<file path="src/logic/rff_pkg.sv">
// constants and state codes of the receive frame filter
package rff_pkg;
   // ***************
   // register map
   // ***************
   localparam logic [11:0] ADDR_CFG = 12'h000;
   localparam logic [11:0] ADDR_STAT = 12'h004;
   localparam logic [11:0] ADDR_BUFSZ = 12'h008;
   localparam logic [31:0] CFG_RESET = 32'h0000_0000;
   localparam logic [31:0] CFG_WMASK = 32'h71e7_0000;
   localparam logic [15:0] BUFSZ_RESET = 16'h0600;
   // ***************
   // config fields
   // ***************
   localparam int PASS_FCS_BIT = 30;
   localparam int QOS_BIT = 29;
   localparam int SINGLE_BUF_BIT = 28;
   localparam int COPY_CTRL_BIT = 24;
   localparam int COPY_SHORT_BIT = 23;
   localparam int COPY_ERR_BIT = 22;
   localparam int COPY_ALL_BIT = 21;
   localparam int CATCH_CH_LSB = 16;
   // ***************
   // frame figures
   // ***************
   localparam logic [15:0] SHORT_LEN = 16'h0040;
   localparam logic [2:0] FCS_LEN = 3'h4;
   localparam int FIFO_W = 10;
   localparam int FIFO_D = 16;
   localparam int WORD_LAST = 9;
   localparam int WORD_DROP = 8;
   // ***************
   // frame states
   // ***************
   typedef enum logic [1:0] {
      ST_IDLE = 2'b00,
      ST_RECV = 2'b01,
      ST_FLUSH = 2'b10,
      ST_TERM = 2'b11
   } rff_state_t;
endpackage

</file>
<file path="src/logic/rff_fifo.sv">
// byte fifo between the frame filter and the memory writer
`timescale 1ns/1ps
`default_nettype none
module rff_fifo #(
   parameter int W = 10,
   parameter int D = 16
) (
   // clock and reset
   input wire logic pclk,
   input wire logic presetn,
   input wire logic ce,
   // fill side
   input wire logic in_valid,
   output logic in_ready,
   input wire logic [W-1:0] in_data,
   // drain side
   output logic out_valid,
   input wire logic out_ready,
   output logic [W-1:0] out_data
);
   localparam int AW = $clog2(D);
   typedef struct packed {
      logic [D-1:0][W-1:0] mem;
      logic [AW:0] wp;
      logic [AW:0] rp;
   } rff_fifo_t;
   rff_fifo_t r;
   rff_fifo_t n;
   logic full;
   logic empty;
   assign full = (r.wp[AW] != r.rp[AW]) && (r.wp[AW-1:0] == r.rp[AW-1:0]);
   assign empty = (r.wp == r.rp);
   // handshakes are held off while frozen so no word is lost or doubled
   assign in_ready = ce && !full;
   assign out_valid = ce && !empty;
   assign out_data = r.mem[r.rp[AW-1:0]];
   always_comb begin
      n = r;
      if (in_valid && in_ready) begin
         n.mem[r.wp[AW-1:0]] = in_data;
         n.wp = r.wp + 1'b1;
      end
      if (out_valid && out_ready) begin
         n.rp = r.rp + 1'b1;
      end
   end
   always_ff @(posedge pclk or negedge presetn) begin
      if (!presetn) begin
         r <= '0;
      end else if (ce) begin
         r <= n;
      end
   end
endmodule
`default_nettype wire

</file>
<file path="src/logic/rff_classify.sv">
// per-frame acceptance decision and descriptor flags
`timescale 1ns/1ps
`default_nettype none
module rff_classify (
   // frame settings
   input wire logic [31:0] snap,
   // frame facts
   input wire logic [15:0] rxcnt,
   input wire logic err,
   input wire logic ctrl,
   input wire logic hit,
   input wire logic [2:0] chan,
   // decision
   output logic keep,
   output logic frag,
   output logic under,
   output logic err_f,
   output logic ctrl_f,
   output logic nomatch,
   output logic [2:0] chan_o
);
   import rff_pkg::*;
   logic short_f;
   always_comb begin
      short_f = rxcnt < SHORT_LEN;
      keep = (!short_f || snap[COPY_SHORT_BIT])
         && (short_f || !err || snap[COPY_ERR_BIT])
         && (!ctrl || snap[COPY_CTRL_BIT])
         && (hit || snap[COPY_ALL_BIT]);
      frag = keep && short_f && err;
      under = keep && short_f && !err;
      err_f = keep && !short_f && err;
      ctrl_f = keep && ctrl;
      nomatch = keep && !hit;
      chan_o = hit ? chan : snap[CATCH_CH_LSB +: 3];
   end
endmodule
`default_nettype wire

</file>
<file path="src/logic/rff_top.sv">
// receive frame filter: config register, fcs handling, copy filters
//
// Notes on behaviour
// - pass-fcs clear: strip the fcs and leave it out of the length
// - pass-fcs set: write the fcs and count it in the length
// - bit 29 turns receive quality of service on or off
// - single-buffer clear: a frame may run across linked buffers
// - single-buffer set: one buffer per frame, excess bytes discarded
// - copy-control clear: control frames are not written to memory
// - copy-control set: control frames are written like others
// - pause frames act whenever pause handling is on, regardless
// - control frames copied get the control flag in the descriptor
// - copy-short set copies frames under 64 bytes, clear filters
// - short with crc, align or code error is fragment, else undersized
// - copied short frames carry fragment or undersized flag
// - reserved bits read zero and ignore writes
// - copy-error set copies errored frames of 64 bytes or more with error flag, else filter
// - copy-all sends unmatched frames to catch-all channel, no-match
// - three-bit field picks the catch-all channel 0 to 7
`timescale 1ns/1ps
`default_nettype none
module rff_top (
   // clock, reset, enable
   input wire logic pclk,
   input wire logic presetn,
   input wire logic ce,
   // apb slave
   input wire logic psel,
   input wire logic penable,
   input wire logic pwrite,
   input wire logic [11:0] paddr,
   input wire logic [31:0] pwdata,
   output logic pready,
   output logic [31:0] prdata,
   output logic pslverr,
   // line side byte stream
   input wire logic [7:0] rx_data,
   input wire logic rx_valid,
   input wire logic rx_sof,
   input wire logic rx_eof,
   output logic rx_ready,
   // frame facts, valid with the eof byte
   input wire logic rx_crc_err,
   input wire logic rx_align_err,
   input wire logic rx_code_err,
   input wire logic rx_is_ctrl,
   input wire logic rx_is_pause,
   input wire logic rx_addr_hit,
   input wire logic [2:0] rx_chan,
   input wire logic pause_handling_en,
   // memory side byte stream
   output logic [7:0] mem_data,
   output logic mem_last,
   output logic mem_drop,
   output logic mem_valid,
   input wire logic mem_ready,
   // end-of-packet descriptor
   output logic desc_valid,
   output logic [15:0] desc_len,
   output logic [2:0] desc_chan,
   output logic desc_ctrl,
   output logic desc_frag,
   output logic desc_under,
   output logic desc_err,
   output logic desc_nomatch,
   output logic desc_qos,
   output logic desc_trunc,
   // mac side actions
   output logic pause_act,
   output logic rx_qos_enable
);
   import rff_pkg::*;

   // ***************
   // state
   // ***************
   typedef struct packed {
      rff_state_t st;
      logic [31:0] cfg;
      logic [15:0] bufsz;
      logic [31:0] snap;
      logic [4:0][7:0] hold;
      logic [2:0] hcnt;
      logic [2:0] nemit;
      logic [2:0] eidx;
      logic [15:0] len;
      logic [15:0] rxcnt;
      logic trunc;
      logic err;
      logic ctrl;
      logic hit;
      logic [2:0] chan;
      logic [15:0] acc_cnt;
      logic [15:0] drop_cnt;
      logic pready;
      logic pslverr;
      logic [31:0] prdata;
      logic desc_valid;
      logic [15:0] desc_len;
      logic [2:0] desc_chan;
      logic desc_ctrl;
      logic desc_frag;
      logic desc_under;
      logic desc_err;
      logic desc_nomatch;
      logic desc_qos;
      logic desc_trunc;
      logic pause_act;
   } rff_regs_t;

   rff_regs_t r;
   rff_regs_t next_r;
   logic f_in_valid;
   logic f_in_ready;
   logic [FIFO_W-1:0] f_in_word;
   logic [FIFO_W-1:0] f_out_word;
   logic c_keep;
   logic c_frag;
   logic c_under;
   logic c_err;
   logic c_ctrl;
   logic c_nomatch;
   logic [2:0] c_chan;
   logic take;

   // ***************
   // helpers
   // ***************
   // bytes still owed to memory once the eof byte is held
   function automatic logic [2:0] emit_count(input logic [2:0] total,
                                             input logic pass);
      if (pass) begin
         return total;
      end else if (total > FCS_LEN) begin
         return total - FCS_LEN;
      end else begin
         return 3'h0;
      end
   endfunction

   // room left in the single buffer, or chaining allowed
   function automatic logic fits(input logic [15:0] len,
                                 input logic [31:0] snap,
                                 input logic [15:0] bufsz);
      return !snap[SINGLE_BUF_BIT] || (len < bufsz);
   endfunction

   function automatic logic reg_hit(input logic [11:0] a);
      return (a == ADDR_CFG) || (a == ADDR_STAT) || (a == ADDR_BUFSZ);
   endfunction

   // ***************
   // sub-blocks
   // ***************
   rff_classify u_class (
      .snap(r.snap),
      .rxcnt(r.rxcnt),
      .err(r.err),
      .ctrl(r.ctrl),
      .hit(r.hit),
      .chan(r.chan),
      .keep(c_keep),
      .frag(c_frag),
      .under(c_under),
      .err_f(c_err),
      .ctrl_f(c_ctrl),
      .nomatch(c_nomatch),
      .chan_o(c_chan)
   );

   // holds words while memory stalls; its back-pressure stalls the line
   rff_fifo #(
      .W(FIFO_W),
      .D(FIFO_D)
   ) u_fifo (
      .pclk(pclk),
      .presetn(presetn),
      .ce(ce),
      .in_valid(f_in_valid),
      .in_ready(f_in_ready),
      .in_data(f_in_word),
      .out_valid(mem_valid),
      .out_ready(mem_ready),
      .out_data(f_out_word)
   );

   assign mem_data = f_out_word[7:0];
   assign mem_drop = f_out_word[WORD_DROP];
   assign mem_last = f_out_word[WORD_LAST];
   // the line is only taken while a full push path is free
   assign rx_ready = f_in_ready && ((r.st == ST_IDLE) || (r.st == ST_RECV));
   assign take = rx_valid && rx_ready;

   // ***************
   // next state
   // ***************
   always_comb begin
      next_r = r;
      f_in_valid = 1'b0;
      f_in_word = '0;
      next_r.desc_valid = 1'b0;
      next_r.pause_act = 1'b0;

      // apb: one wait cycle, then pready with registered read data
      if (psel && penable && !r.pready) begin
         next_r.pready = 1'b1;
         next_r.pslverr = !reg_hit(paddr);
         if (paddr == ADDR_CFG) begin
            next_r.prdata = r.cfg & CFG_WMASK;
         end else if (paddr == ADDR_STAT) begin
            next_r.prdata = {r.drop_cnt, r.acc_cnt};
         end else if (paddr == ADDR_BUFSZ) begin
            next_r.prdata = {16'h0000, r.bufsz};
         end else begin
            next_r.prdata = 32'h0000_0000;
         end
      end else begin
         next_r.pready = 1'b0;
         next_r.pslverr = 1'b0;
      end
      if (psel && penable && r.pready && pwrite) begin
         if (paddr == ADDR_CFG) begin
            next_r.cfg = pwdata & CFG_WMASK;
         end else if (paddr == ADDR_BUFSZ) begin
            next_r.bufsz = pwdata[15:0];
         end
      end

      case (r.st)
         ST_IDLE, ST_RECV: begin
            if (take && (rx_sof || (r.st == ST_RECV))) begin
               if (r.st == ST_IDLE) begin
                  next_r.snap = r.cfg & CFG_WMASK;
                  next_r.hcnt = 3'h0;
                  next_r.len = 16'h0000;
                  next_r.rxcnt = 16'h0000;
                  next_r.trunc = 1'b0;
               end
               next_r.rxcnt = next_r.rxcnt + 16'h0001;
               if (rx_eof) begin
                  next_r.hold[next_r.hcnt] = rx_data;
                  next_r.nemit = emit_count(next_r.hcnt + 3'h1,
                     next_r.snap[PASS_FCS_BIT]);
                  next_r.eidx = 3'h0;
                  next_r.err = rx_crc_err || rx_align_err
                     || rx_code_err;
                  next_r.ctrl = rx_is_ctrl;
                  next_r.hit = rx_addr_hit;
                  next_r.chan = rx_chan;
                  // pause acts even when the frame itself is filtered
                  next_r.pause_act = rx_is_pause && pause_handling_en;
                  next_r.st = ST_FLUSH;
               end else begin
                  if (next_r.hcnt == FCS_LEN) begin
                     // the last four bytes may be fcs, so lag by four
                     if (fits(next_r.len, next_r.snap, r.bufsz)) begin
                        f_in_valid = 1'b1;
                        f_in_word = {2'b00, next_r.hold[0]};
                        next_r.len = next_r.len + 16'h0001;
                     end else begin
                        next_r.trunc = 1'b1;
                     end
                     next_r.hold[3:0] = {rx_data, next_r.hold[3:1]};
                  end else begin
                     next_r.hold[next_r.hcnt] = rx_data;
                     next_r.hcnt = next_r.hcnt + 3'h1;
                  end
                  next_r.st = ST_RECV;
               end
            end
         end
         ST_FLUSH: begin
            if (r.eidx < r.nemit) begin
               if (!fits(r.len, r.snap, r.bufsz)) begin
                  next_r.trunc = 1'b1;
                  next_r.eidx = r.eidx + 3'h1;
               end else if (f_in_ready) begin
                  f_in_valid = 1'b1;
                  f_in_word = {2'b00, r.hold[r.eidx]};
                  next_r.len = r.len + 16'h0001;
                  next_r.eidx = r.eidx + 3'h1;
               end
            end else begin
               next_r.st = ST_TERM;
            end
         end
         ST_TERM: begin
            // terminator word tells the writer to keep or unwind the frame
            if (f_in_ready) begin
               f_in_valid = 1'b1;
               f_in_word = {1'b1, !c_keep, 8'h00};
               if (c_keep) begin
                  next_r.desc_valid = 1'b1;
                  next_r.desc_len = r.len;
                  next_r.desc_chan = c_chan;
                  next_r.desc_ctrl = c_ctrl;
                  next_r.desc_frag = c_frag;
                  next_r.desc_under = c_under;
                  next_r.desc_err = c_err;
                  next_r.desc_nomatch = c_nomatch;
                  next_r.desc_qos = r.snap[QOS_BIT];
                  next_r.desc_trunc = r.trunc;
                  next_r.acc_cnt = r.acc_cnt + 16'h0001;
               end else begin
                  next_r.drop_cnt = r.drop_cnt + 16'h0001;
               end
               next_r.st = ST_IDLE;
            end
         end
         default: begin
            next_r.st = ST_IDLE;
         end
      endcase
   end

   // ***************
   // registers
   // ***************
   always_ff @(posedge pclk or negedge presetn) begin
      if (!presetn) begin
         r <= '0;
         r.st <= ST_IDLE;
         r.cfg <= CFG_RESET;
         r.bufsz <= BUFSZ_RESET;
      end else if (ce) begin
         r <= next_r;
      end
   end

   // ***************
   // outputs
   // ***************
   assign pready = r.pready;
   assign prdata = r.prdata;
   assign pslverr = r.pslverr;
   assign desc_valid = r.desc_valid;
   assign desc_len = r.desc_len;
   assign desc_chan = r.desc_chan;
   assign desc_ctrl = r.desc_ctrl;
   assign desc_frag = r.desc_frag;
   assign desc_under = r.desc_under;
   assign desc_err = r.desc_err;
   assign desc_nomatch = r.desc_nomatch;
   assign desc_qos = r.desc_qos;
   assign desc_trunc = r.desc_trunc;
   assign pause_act = r.pause_act;
   assign rx_qos_enable = r.cfg[QOS_BIT];
endmodule
`default_nettype wire

</file>
<file path="config.mk">
export PLATFORM = sky130hd
export DESIGN_NAME = rff_top
export DESIGN_NICKNAME = d
export VERILOG_FILES = /design/src/logic/rff_pkg.sv /design/src/logic/rff_fifo.sv /design/src/logic/rff_classify.sv /design/src/logic/rff_top.sv
export SDC_FILE = /design/constraint.sdc
export NUM_CORES = 1
export LEC_CHECK = 0
export ABC_AREA = 1
export BUFFER_PORTS_ARGS = -buffer_cell sky130_fd_sc_hd__buf_2
export CORE_MARGIN = 10
export CORE_UTILIZATION = 50
export CTS_BUF_LIST = sky130_fd_sc_hd__clkbuf_8
export CTS_CLUSTER_DIAMETER = 60
export DETAILED_ROUTE_END_ITERATION = 16
export GPL_TIMING_DRIVEN = 0
export HOLD_SLACK_MARGIN = 0.08
export PLACE_DENSITY = 0.72
export SKIP_CTS_REPAIR_TIMING = 1
export SKIP_LAST_GASP = 1
export SLEW_MARGIN = 20
export SYNTH_ARGS = -nofsm -noshare
export SYNTH_HDL_FRONTEND = slang
export SYNTH_SLANG_ARGS = --single-unit
</file>
<file path="constraint.sdc">
create_clock -name pclk -period 9.86 [get_ports pclk]
set_input_delay 1.479 -clock pclk [delete_from_list [all_inputs] [get_ports pclk]]
set_output_delay 1.479 -clock pclk [all_outputs]
set_load 0.01 [all_outputs]
</file>
# After elaboration in Yosys (flattened, before gate mapping)
# Index checks and enable logic that the tools add are counted.
# Widths: inputs -> output; s select.
op_classes:
  n_addsub: 10
  magnitude_cmp: 11
  n_eq_ne: 20
  mux: 76
  bitwise: 2
  n_reduce_logical: 68
ops:
  columns: ["cell", "n"]
  rows:
  - ["$bwmux 160", 1]
  - ["$mux 33", 3]
  - ["$mux 32", 3]
  - ["$mux 31", 3]
  - ["$mux 27", 3]
  - ["$add 16x1->16 const B", 5]
  - ["$mux 16", 5]
  - ["$mux 8", 8]
  - ["$mux 10", 5]
  - ["$mux 42", 1]
  - ["$bmux 10 s4", 1]
  - ["$bwmux 40", 1]
  - ["$demux 10 s4", 1]
  - ["$mux 40", 1]
  - ["$mux 19", 2]
  - ["$pmux 19 s2", 1]
  - ["$lt 16x16->1", 2]
  - ["$mux 3", 10]
  - ["$pmux 10 s3", 1]
  - ["$reduce_and 4->1", 7]
  - ["$logic_and 1x1->1", 25]
  - ["$bmux 8 s3", 1]
  - ["$demux 8 s3", 1]
  - ["$ne 2x2->1 const B", 9]
  - ["other kinds (36)", 87]
word_totals:
  regBits: 411
  output_inout_bits: 75
  wordCells: 241

# Longest topological paths before layout
# Gate-level depths: netlist of the first run.
logic_depth:
  depth_word: 18
  depth_mapped: 25

# Cells and area by module
# A second synthesis of the first run with hierarchy kept.
hier_totals:
  cells_unflattened: 2664
  hier_area_um2: 20752.4
by_module_without_submodules:
  columns: ["mod", "n_inst", "cells_each", "area_per_inst_um2", "seq_area_each_um2"]
  rows:
  - ["rff_top", 1, 1511, 12206.7, 5507.8]
  - ["rff_fifo", 1, 1123, 8369.3, 4254.1]
  - ["rff_classify", 1, 30, 176.4, 0.0]

# Least setup slack after synthesis of the first run
# Ideal clock, no wire load.
synth_timing:
  path_kind: "input to output"
  startpoint: "in ce"
  endpoint: "out rx_ready"
  arrival_ns: 1.878
  setup_slack_ns: 6.503
  stages: 3
  path_buffers: 1
  path_cell_list: "buf_2 > nand2_2 > nor2_1"
synth_via:
  elab_chain_len: 2
synth_lines:
  columns: ["item", "line", "source"]
  rows:
  - ["from (decl)", "rff_top.sv:26", "input wire logic ce,"]
  - ["$logic_and 1x1->1", "rff_fifo.sv:34", "assign in_ready = ce && !full;"]
  - ["$logic_and 1x1->1", "rff_top.sv:191", "assign rx_ready = f_in_ready && ((r.st == ST_IDLE) || (r.st == ST_RECV));"]
  - ["to (decl)", "rff_top.sv:41", "output logic rx_ready,"]
# No other way between the ends.

# Worst setup path after layout of the first run
layout_timing:
  startpoint: "reg r[263] (netlist name)"
  endpoint: "reg u_fifo.r[93] (netlist name)"
layout_via:
  elab_chain_len: 13
  word_cells_on_any_way: 36
layout_lines:
  columns: ["item", "line", "source"]
  rows:
  - ["from (decl)", "rff_top.sv:111", "rff_regs_t r;"]
  - ["from (signal assigned)", "rff_top.sv:326", "r <= next_r;"]
  - ["$logic_not 2->1", "rff_top.sv:191, rff_top.sv:229, rff_top.sv:232", null]
  - ["$mux 33 or $mux 31 (tied branches)", "rff_top.sv:232", "if (r.st == ST_IDLE) begin"]
  - ["$mux 33 or $mux 31 (tied branches)", "rff_top.sv:231", "if (take && (rx_sof || (r.st == ST_RECV))) begin"]
  - ["$mux 33 or $mux 31 (tied branches)", "rff_top.sv:229", "case (r.st)"]
  - ["$lt 16x16->1 or $logic_not 1->1 (tied branches)", "rff_top.sv:145", "return !snap[SINGLE_BUF_BIT] || (len < bufsz);"]
  - ["$logic_or 1x1->1", "rff_top.sv:145", null]
  - ["$mux 1", "rff_top.sv:256", "if (fits(next_r.len, next_r.snap, r.bufsz)) begin"]
  - ["$mux 1", "rff_top.sv:254", "if (next_r.hcnt == FCS_LEN) begin"]
  - ["$mux 1", "rff_top.sv:240", "if (rx_eof) begin"]
  - ["$mux 1", "rff_top.sv:231", null]
  - ["$pmux 1 s3", "rff_top.sv:229", null]
  - ["$logic_and 1x1->1", "rff_fifo.sv:39", "if (in_valid && in_ready) begin"]
  - ["$reduce_and 2->1 (no source line)", null, null]
  - ["to (signal assigned)", "rff_fifo.sv:51", "r <= n;"]
  - ["to (decl)", "rff_fifo.sv:27", "rff_fifo_t r;"]
# Parallel ways exist; a longest one is shown, timed or not. The select of a mux whose other input is x is not followed.
# A chain may end at the register's enable or synchronous reset.

==> results_dict.tcl, run 1 <==
set metrics [dict create \
    drv_slew 0 \
    clk_latency_ns 0.65 \
    syn_nets 2714 \
    clock_skew_ns 0.03005 \
    synth-adder-area-share 0.02791 \
    diodes 0 \
    crit_arrival_ns 5.75 \
    max-slew-margin-rel 0.2018 \
    r2r_start "r[263]" \
    wl_per_cell_um 18.79 \
    drive_gt1_frac 0.1488 \
    clkPwrFrac 0.240 \
    cap_violations 0 \
    intPower_mw 3.724 \
    crit-reg2reg-capture "u_fifo.r[93]" \
    setup_viol 0 \
    gp_congestion 0.9831 \
    placed_area_um2 22100 \
    die_w_um 223.1 \
    ys_ff_latch 390 \
    powerDensity_nw_per_um2 277.4 \
    yosys.area_share.simple 0.2443 \
    power_switching_mw 2.807 \
    required_ns 10.44 \
    grt_max_degree 96 \
    cts_sinks 390 \
    tritoncts "built" \
    r2r_cells 21 \
    crit_path_cell_trace "buf_6, inv_2, nand2_4, inv_2, buf_6, clkbuf_1, clkbuf_1, nor2_1, ha_1, a21oi_1, nor2_1, a211oi_1, nand2_1, nand2_1, nand2_1, nand2_2, nand3_4, o22ai_1, buf_4, nand2_1, nand2_1" \
    final_area_um2 23550 \
    routed_via_density 5.589 \
    rsz0062_at_grt "no" \
    design.die.area_um2 49760 \
    die_y_um 223.1 \
    swShare 0.4297 \
    core_area_um2 40830 \
    startpoint_type "register" \
    seqPwrFrac 0.352 \
    num_rows 74 \
    tightest_slew_ns 1.197 \
    hold_violations 0 \
    post-synth-top-count-cell "nand2_1" \
    instances_no_fill 3394 \
    antenna_found_initial 0 \
    synth_top_flop_cell "dfrtp_1" \
    grt_use_total 0.2517 \
    max_freq_ghz 0.1934 \
    yosysWarnings 0 \
    hold_path_class "reg2reg" \
    async_flop_share 1.000 \
    hold-path-cell-count 2 \
    synth_top_area_frac 0.4708 \
    area_growth_pct 14.19 \
    reg2reg_setup_slack_ns 4.69 \
    fin_crit_ns 5.171 \
    vias 18968 \
    synth_cell_types 46 \
    p_leak_nw 12.08 \
    ctsHtreeMaxLevel 3 \
    min_from "u_fifo.r[70]" \
    power.total_mw 6.531 \
    slowest_stage "o22ai_1" \
    first_pass_iters 6 \
    routed_wl_um 63780 \
    synth.area.top_cells "dfrtp_1 (47%), nand2_1 (14%), o21ai_0 (6.2%), nor2_1 (4.5%), inv_1 (3.5%)" \
    cts_root_buf "clkbuf_8" \
    synth_commonest_cells "nand2_1 (744), dfrtp_1 (388), o21ai_0 (254), nor2_1 (246), inv_1 (191)" \
    gr-total-overflow 0 \
    synth_mux_area_frac 0.003823 \
    crit_path_frequent_cell "nand2_1" \
    pin_count 147 \
    syn_area_um2 20620 \
    synth_compound_area_frac 0.1388 \
    cts_buffers 70 \
    synthXorXnorAreaFrac 0.02378 \
    p_comb_frac 0.408 \
    nNetsFinal 2929 \
    synth_edf_count 0 \
    clk_pin_slew_ns 0.06 \
    ant_nets 0 \
    synth_area_leader_cell "dfrtp_1" \
    clock_path_buffers 3 \
    avgSynthCellArea_um2 7.943 \
    grt_pass1_wl_um 101200 \
    port_buffers 139 \
    end_kind "register" \
    crit_type "reg2reg" \
    dp.cells 3271 \
    status "complete, no violations" \
    ir_drop_mv 0.1494 \
    dp_hpwl_um 46140 \
    hold_end "u_fifo.r[70]" \
    drc 0 \
    start_util 0.5050 \
    cpPeakStageDelay_ns 0.94 \
    drt_iter0_drc 2192 \
    synth_top_family_by_area "simple AND/OR/NAND/NOR gates" \
    synth_cells 2596 \
    final.setup.tns_ns 0 \
    seq_area_frac_synth 0.4734 \
    period_share 0.5245 \
    grt_pass1_vias 18405 \
    cp_max_fo 10 \
]
## cells by family after synthesis
| family | after synthesis |
|---|---|
| and+or+nand+nor | 1193 |
| DFF | 390 |
| xor gates and xnor gates | 56 |
| adders and majority gates | 46 |
| muxes | 7 |
| buffers and inverters | 389 |
| AOI/OAI and AO/OA | 515 |
## worst max-delay path by stage
| stage | from | to | slack [ns] | cells after the start |
|---|---|---|---|---|
| 6_report | r[263] | u_fifo.r[93] | 4.69 | 21 |
| 5_1_grt | r[263] | u_fifo.r[161] | 4.37 | 21 |
| 4_1_cts | r[263] | u_fifo.r[40] | 4.77 | 21 |
| 3_5_place_dp | r[263] | u_fifo.r[160] | 4.79 | 21 |
| 3_3_place_gp | presetn | r[172] | -0.45 | 1 |
| 2_1_floorplan | ce | rx_ready | 6.50 | 3 |
## metrics by stage
| stage | worst slack, ns | util | hold slack, ns |
|---|---|---|---|
| global route | 4.369 | 0.5767 | 0.4931 |
| floorplan | 6.503 | - | 0.4417 |
| detailed placement | 4.787 | 0.5413 | 0.4600 |
| finish | 4.689 | 0.5767 | 0.4756 |
| CTS | 4.771 | 0.5765 | 0.4762 |
| global placement | -0.4456 | 0.5384 | 0.4561 |
## power groups by stage
stage	clock network (mW)	logic, mW	registers (mW)
6_report	1.57	2.67	2.30
3_3_place_gp	0	2.53	2.30
5_1_grt	1.67	2.95	2.34
4_1_cts	1.59	2.61	2.29
3_5_place_dp	0	2.60	2.31
2_1_floorplan	0	1.79	2.23
## cell type report
class / count / area [um^2]
Buffer: 172 / 999.7
Clock buffer: 93 / 1280
Clock inverter: 30 / 157.7
Fill cell: 3792 / 17290
Inverter: 217 / 814.5
Multi-Input combinational cell: 1817 / 9051
Sequential cell: 390 / 9762
Tap cell: 532 / 665.6
Timing Repair Buffer: 143 / 815.8
## sequential cells by signal, indices dropped and copies added (netlist names), 3 cells and up
name	flops
desc_len	16
u_fifo.r	170
desc_chan	3
prdata	32
r	157
## layout by cell type (no fill, tap or decap), types with 43 or more instances in the layout
cell        n
a21oi_1   117
nand3_1   107
buf_2     159
o21ai_0   254
nor2_1    246
xor2_1     51
nand2_1   744
dfrtp_1   388
inv_1     211
clkbuf_8   93
o211ai_1   43
ha_1       46
clkbuf_1   66
buf_4      71
## critical path: cells and delay by family, from the launching register on
family / cells / cell delay (ns)
simple gates: 10 / 1.08
flops: 1 / 0.37
fa+ha+maj: 1 / 0.32
compound gates: 3 / 1.31
buf+inv: 7 / 2.00
## routing by layer
metal / part of all wire / track usage
met5: 0 / 0
met2: 0.45 / 0.3879
met3: 0.082 / 0.05819
met4: 0.029 / 0.08457
met1: 0.44 / 0.3425
Power figures use the tool's default switching activity.
==> run 2, diff against run 1 <==
--- a/config.mk
+++ b/config.mk
@@ -5,7 +5,7 @@
 export SDC_FILE = /design/constraint.sdc
 export NUM_CORES = 1
 export LEC_CHECK = 0
-export ABC_AREA = 1
+export ABC_AREA = 0
 export BUFFER_PORTS_ARGS = -buffer_cell sky130_fd_sc_hd__buf_2
 export CORE_MARGIN = 10
 export CORE_UTILIZATION = 50
@@ -14,7 +14,7 @@
 export DETAILED_ROUTE_END_ITERATION = 16
 export GPL_TIMING_DRIVEN = 0
 export HOLD_SLACK_MARGIN = 0.08
-export PLACE_DENSITY = 0.72
+export PLACE_DENSITY = 0.75
 export SKIP_CTS_REPAIR_TIMING = 1
 export SKIP_LAST_GASP = 1
 export SLEW_MARGIN = 20
==> constraint.sdc (replaced) <==
create_clock -name pclk -period 4.3 [get_ports pclk]
set_input_delay 0.645 -clock pclk [delete_from_list [all_inputs] [get_ports pclk]]
set_output_delay 0.645 -clock pclk [all_outputs]
set_load 0.01 [all_outputs]
==> results_dict.tcl, run 2 <==
set metrics [dict create \
    instances_no_fill 2402 \
    required_ns 4.80 \
    crit_arrival_ns 4.62 \
    dp_hpwl_um 36060 \
    pin_count 147 \
    synth-adder-area-share 0.02922 \
    cts_buffers 68 \
    largest_reg_flops 170 \
    port_buffers 138 \
    synth_top_flop_cell "dfrtp_1" \
    startpoint_type "register" \
    routed_wl_um 50260 \
    synth_edf_count 0 \
    avgSynthCellArea_um2 12.16 \
    gr-total-overflow 0 \
    tritoncts "built" \
    cp_max_fo 10 \
    dr.max_layer_used "met5" \
    powerDensity_nw_per_um2 514.3 \
    routed_via_density 5.870 \
    wl_per_cell_um 20.93 \
    p_leak_nw 10.88 \
    met3_wirelength_um 3798 \
    drc 0 \
    fin_crit_ns 4.126 \
    ant_nets 0 \
    synth_top_area_frac 0.4929 \
    final_cell_mix "dfrtp_1 (388), mux2_2 (223), buf_2 (150)" \
    ctsHtreeMaxLevel 3 \
    nFillCells 3071 \
    clock_path_buffers 3 \
    drive_gt1_frac 0.3452 \
    core_area_um2 38830 \
    synth_top_family_by_area "multiplexers" \
    syn_nets 1738 \
    post-synth-top-count-cell "dfrtp_1" \
    multi_input_area_um2 9017 \
    vias 14100 \
    cap_violations 0 \
    gp_congestion 0.9018 \
    clock_skew_ns 0.02613 \
    synth_compound_area_frac 0.09306 \
    synth_cells 1620 \
    drv_slew 0 \
    max_freq_ghz 0.2424 \
    grt_use_total 0.2091 \
    die_y_um 218.5 \
    grt_pass1_wl_um 80100 \
    crit_path_start "r[262]" \
    start_util 0.5073 \
    rsz0062_at_grt "no" \
    final.setup.tns_ns 0 \
    num_rows 72 \
    dp.cells 2281 \
    ys_ff_latch 390 \
    min_from "pwdata[5]" \
    wl_met1_um 21180 \
    antenna_found_initial 4 \
    end_kind "register" \
    drt_iter0_drc 1373 \
    synth_commonest_cells "dfrtp_1 (388), mux2_2 (223), nand2_1 (117), nor2_1 (109), a21oi_1 (67)" \
    yosys.area_share.simple 0.1062 \
    die_w_um 218.5 \
    status "complete, no violations" \
    hold_path_class "in2reg" \
    tightest_slew_ns 1.004 \
    cts_root_buf "clkbuf_8" \
    nNetsFinal 1952 \
    wl_met2_um 23970 \
    first_pass_iters 5 \
    grt_max_degree 100 \
    synthXorXnorAreaFrac 0.02401 \
    final_common_cell "dfrtp_1" \
    synth.area.top_cells "dfrtp_1 (49%), mux2_2 (13%), mux4_2 (6.6%), ha_1 (2.9%), nand2_1 (2.2%)" \
    hold_violations 0 \
    top_register "u_fifo.r" \
    area_growth_pct 15.09 \
    max-slew-margin-rel 0.3307 \
    yosysWarnings 0 \
    seq_area_um2 9762 \
    setup_viol 0 \
    synth_mux_area_frac 0.2029 \
    grt_pass1_vias 14433 \
    async_flop_share 1.000 \
    period_share 0.9595 \
    clk_latency_ns 0.62 \
    clk_pin_slew_ns 0.06 \
    seq_area_frac_synth 0.4956 \
    ir_drop_mv 0.2887 \
    design.die.area_um2 47730 \
    r2r_start "r[262]" \
    crit_type "reg2reg" \
    synth_cell_types 79 \
    syn_area_um2 19700 \
    synth_area_leader_cell "dfrtp_1" \
    cts_sinks 390 \
]
[run 2: changes by cell type after synthesis, moves of 25 or more]
cell and delta:
a21oi_1 -50, inv_1 -148, mux2_2 +216, mux4_2 +58
nand2_1 -627, nand3_1 -64, nor2_1 -137, o211ai_1 -33
o21ai_0 -216, o21ai_1 -27, xnor2_1 +25, xor2_1 -27
[run 2: cells by family (layout without fill, tap and decap cells)]
group | Yosys count | count (layout)
mux | 298 | 298
buf+inv | 185 | 448
other cells | 0 | 1
simple gates | 398 | 398
flops | 390 | 390
fa+ha+maj | 46 | 46
compound gates | 249 | 249
xor+xnor | 54 | 54
[run 2: per-layer routing]
layer  global-route usage  vias to the layer above
met1               0.2728                     7138
met4              0.06827                        6
met2               0.3361                      521
met3              0.05193                      127
met5                    0                        -
li1                     -                     6308
[run 2: worst paths after layout]
| path | end | slack (ns) | cells after the start |
|---|---|---|---|
| max | r[125] | 0.17 | 16 |
| min | r[219] | 0.25 | 2 |
| max reg2reg | r[125] | 0.17 | 16 |
| min reg2reg | r[77] | 0.47 | 1 |
| max in group asynchronous | u_fifo.r[86] | 2.09 | 5 |
| min in group asynchronous | r[219] | 0.52 | 2 |
[run 2: per-stage QoR]
stage	cell area (um^2)	power (mW)	utilization	hold slack, ns	worst slack, ns
final	22670	11.66	0.5838	0.2481	0.1743
after global routing	22670	12.27	0.5838	0.2378	0.03672
after global placement	21040	8.001	0.5418	0.4577	-4.902
after floorplan	19700	7.136	-	0.3494	0.7832
after CTS	22580	11.68	0.5816	-0.07547	-0.6405
after detailed placement	21170	8.144	0.5452	0.4621	-0.6189
[run 2: layout make-up]
cell class,instances,area share
Buffer,140,0.03659
Clock inverter,36,0.01203
Timing Repair Buffer,144,0.03643
Tap cell,518,0.02859
Inverter,45,0.007451
Multi-Input combinational cell,1045,0.3978
Clock buffer,83,0.05039
Sequential cell,390,0.4306
Antenna cell,1,0.0001104
[run 2: worst max-delay path, cell delays in order (launching register included)]
cell	delay, ns
dfrtp_1	0.36
buf_2	0.19
inv_2	0.20
nand2_2	0.16
clkbuf_2	0.24
clkbuf_4	0.26
and2_1	0.19
ha_1	0.31
a22oi_1	0.19
o211ai_1	0.14
a221oi_2	0.26
a21oi_2	0.17
nand2b_1	0.26
buf_2	0.25
nor4_1	0.36
xor2_1	0.15
a221o_1	0.31
[run 2: power breakdown]
part,internal [mW],switching [mW],leakage (nW)
Combinational,1.45,2.03,4.87
Clock,1.94,1.56,0.779
Sequential,4.23,0.449,5.24
==> run 3, diff against run 2 <==
--- a/config.mk
+++ b/config.mk
@@ -14,7 +14,7 @@
 export DETAILED_ROUTE_END_ITERATION = 16
 export GPL_TIMING_DRIVEN = 0
 export HOLD_SLACK_MARGIN = 0.08
-export PLACE_DENSITY = 0.75
+export PLACE_DENSITY_LB_ADDON = 0.1
 export SKIP_CTS_REPAIR_TIMING = 1
 export SKIP_LAST_GASP = 1
 export SLEW_MARGIN = 20
==> results_dict.tcl, run 3 (same netlist as run 2, synthesis figures left out) <==
set metrics [dict create \
    final_common_cell "dfrtp_1" \
    intPower_mw 7.417 \
    cp_max_fo 10 \
    dp_worst_setup_slack_ns -0.7412 \
    grt_pass1_vias 14020 \
    largest_reg_flops 170 \
    r2r_start "r[262]" \
    clk_pin_slew_ns 0.06 \
    crit_path_frequent_cell "clkbuf_4" \
    crit_family "compound AO/OA/AOI/OAI gates" \
    start_util 0.5073 \
    cap_violations 0 \
    drive_gt1_frac 0.3408 \
    grt_use_total 0.2196 \
    top_register "u_fifo.r" \
    clkPwrFrac 0.283 \
    gr-total-overflow 0 \
    dp_hpwl_um 37090 \
    hold-path-cell-count 2 \
    design.die.area_um2 47730 \
    dp.cells 2282 \
    min_from "pwdata[15]" \
    crit_arrival_ns 4.65 \
    end_kind "register" \
    cts_sinks 390 \
    instances_no_fill 2399 \
    hold_violations 0 \
    setup_viol 0 \
    drv_slew 0 \
    crit_path_cell_trace "buf_2, inv_2, nand2_2, clkbuf_4, clkbuf_4, and2_1, ha_1, a22oi_1, o211ai_1, a221oi_1, a21oi_2, o31ai_4, buf_12, nand4_4, mux2_2" \
    max_freq_ghz 0.2402 \
    tritoncts "built" \
    num_rows 72 \
    nFillCells 3309 \
    p_leak_nw 10.88 \
    startpoint_type "register" \
    fin_crit_ns 4.164 \
    status "complete, no violations" \
    pin_count 147 \
    grt_max_degree 90 \
    vias 13857 \
    hold_end "r[229]" \
    port_buffers 138 \
    tightest_slew_ns 1.112 \
    rsz0062_at_grt "no" \
    clock_path_buffers 3 \
    crit_type "reg2reg" \
    gp_congestion 0.8886 \
    wl_per_cell_um 21.78 \
    slowest_stage "mux2_2" \
    required_ns 4.79 \
    cpPeakStageDelay_ns 0.39 \
    routed_via_density 5.776 \
    period_share 0.9683 \
    antenna_found_initial 0 \
    clock_skew_ns 0.02019 \
    swShare 0.3511 \
    reg2reg_setup_slack_ns 0.14 \
    cts_buffers 68 \
    max-slew-margin-rel 0.2536 \
    routed_wl_um 52240 \
    ant_nets 0 \
    placed_area_um2 21200 \
    drt_iter0_drc 1066 \
    power_switching_mw 4.012 \
    crit-reg2reg-capture "u_fifo.r[145]" \
    setup_ws_ns 0.1361 \
    multi_input_area_um2 9011 \
    seqPwrFrac 0.408 \
    die_y_um 218.5 \
    powerDensity_nw_per_um2 506.1 \
    cts_root_buf "clkbuf_8" \
    nNetsFinal 1955 \
    area_growth_pct 14.65 \
    path_buf_inv 5 \
    diodes 0 \
    whs_ns 0.2667 \
    ir_drop_mv 0.3116 \
    r2r_cells 15 \
    first_pass_iters 5 \
    final_area_um2 22580 \
    final_cell_mix "dfrtp_1 (388), mux2_2 (223), buf_2 (149)" \
    clk_latency_ns 0.62 \
    p_comb_frac 0.309 \
    die_w_um 218.5 \
    grt_pass1_wl_um 82110 \
    drc 0 \
    ctsHtreeMaxLevel 3 \
    core_area_um2 38830 \
    seq_area_um2 9762 \
    hold_path_class "in2reg" \
    power.total_mw 11.43 \
]
## run 3: cell count changes in the layout (fill, tap and decap cells not counted), sizes merged
cell / change
clkinvlp: -4
bufinv: -3
diode: -1
clkbuf: +2
inv: +8
buf: +1
clkinv: -6
## run 3: final cells by class
cell class                      count  area share
Clock inverter                     31    0.005984
Sequential cell                   390      0.4323
Timing Repair Buffer              147     0.03900
Clock buffer                       83     0.05058
Tap cell                          518     0.02870
Multi-Input combinational cell   1045      0.3990
Buffer                            140     0.03695
Inverter                           45    0.007480
## run 3: how the worst max path moves through the flow
stage	start	to	slack, ns	cells after the start
3_5_place_dp	r[262]	u_fifo.r[141]	-0.74	17
3_3_place_gp	presetn	u_fifo.r[84]	-5.20	1
5_1_grt	r[262]	u_fifo.r[86]	0.02	15
4_1_cts	r[262]	u_fifo.r[141]	-0.78	17
2_1_floorplan	r[262]	u_fifo.r[130]	0.78	15
6_report	r[262]	u_fifo.r[145]	0.14	15
## run 3: layer usage
layer / vias up / wire length, um / GRT usage
met4: 0 / 994 / 0.06156
met5: - / 0 / 0
met1: 7019 / 23040 / 0.2994
met2: 439 / 24670 / 0.3490
li1: 6320 / - / -
met3: 79 / 3531 / 0.04517
## run 3: power groups by stage
stage / clock network, mW / logic, mW / registers, mW
after floorplan: 0 / 2.55 / 4.59
after global placement: 0 / 3.42 / 4.69
after detailed placement: 0 / 3.51 / 4.72
after CTS: 3.33 / 3.52 / 4.65
after global routing: 3.50 / 3.85 / 4.73
final: 3.24 / 3.53 / 4.66
## run 3: per-stage QoR
stage | setup TNS (ns) | util
after floorplan | 0 | -
after global placement | -2086.61 | 0.5418
after detailed placement | -95.58 | 0.5459
after CTS | -100.27 | 0.5788
after global routing | 0 | 0.5816
final | 0 | 0.5816
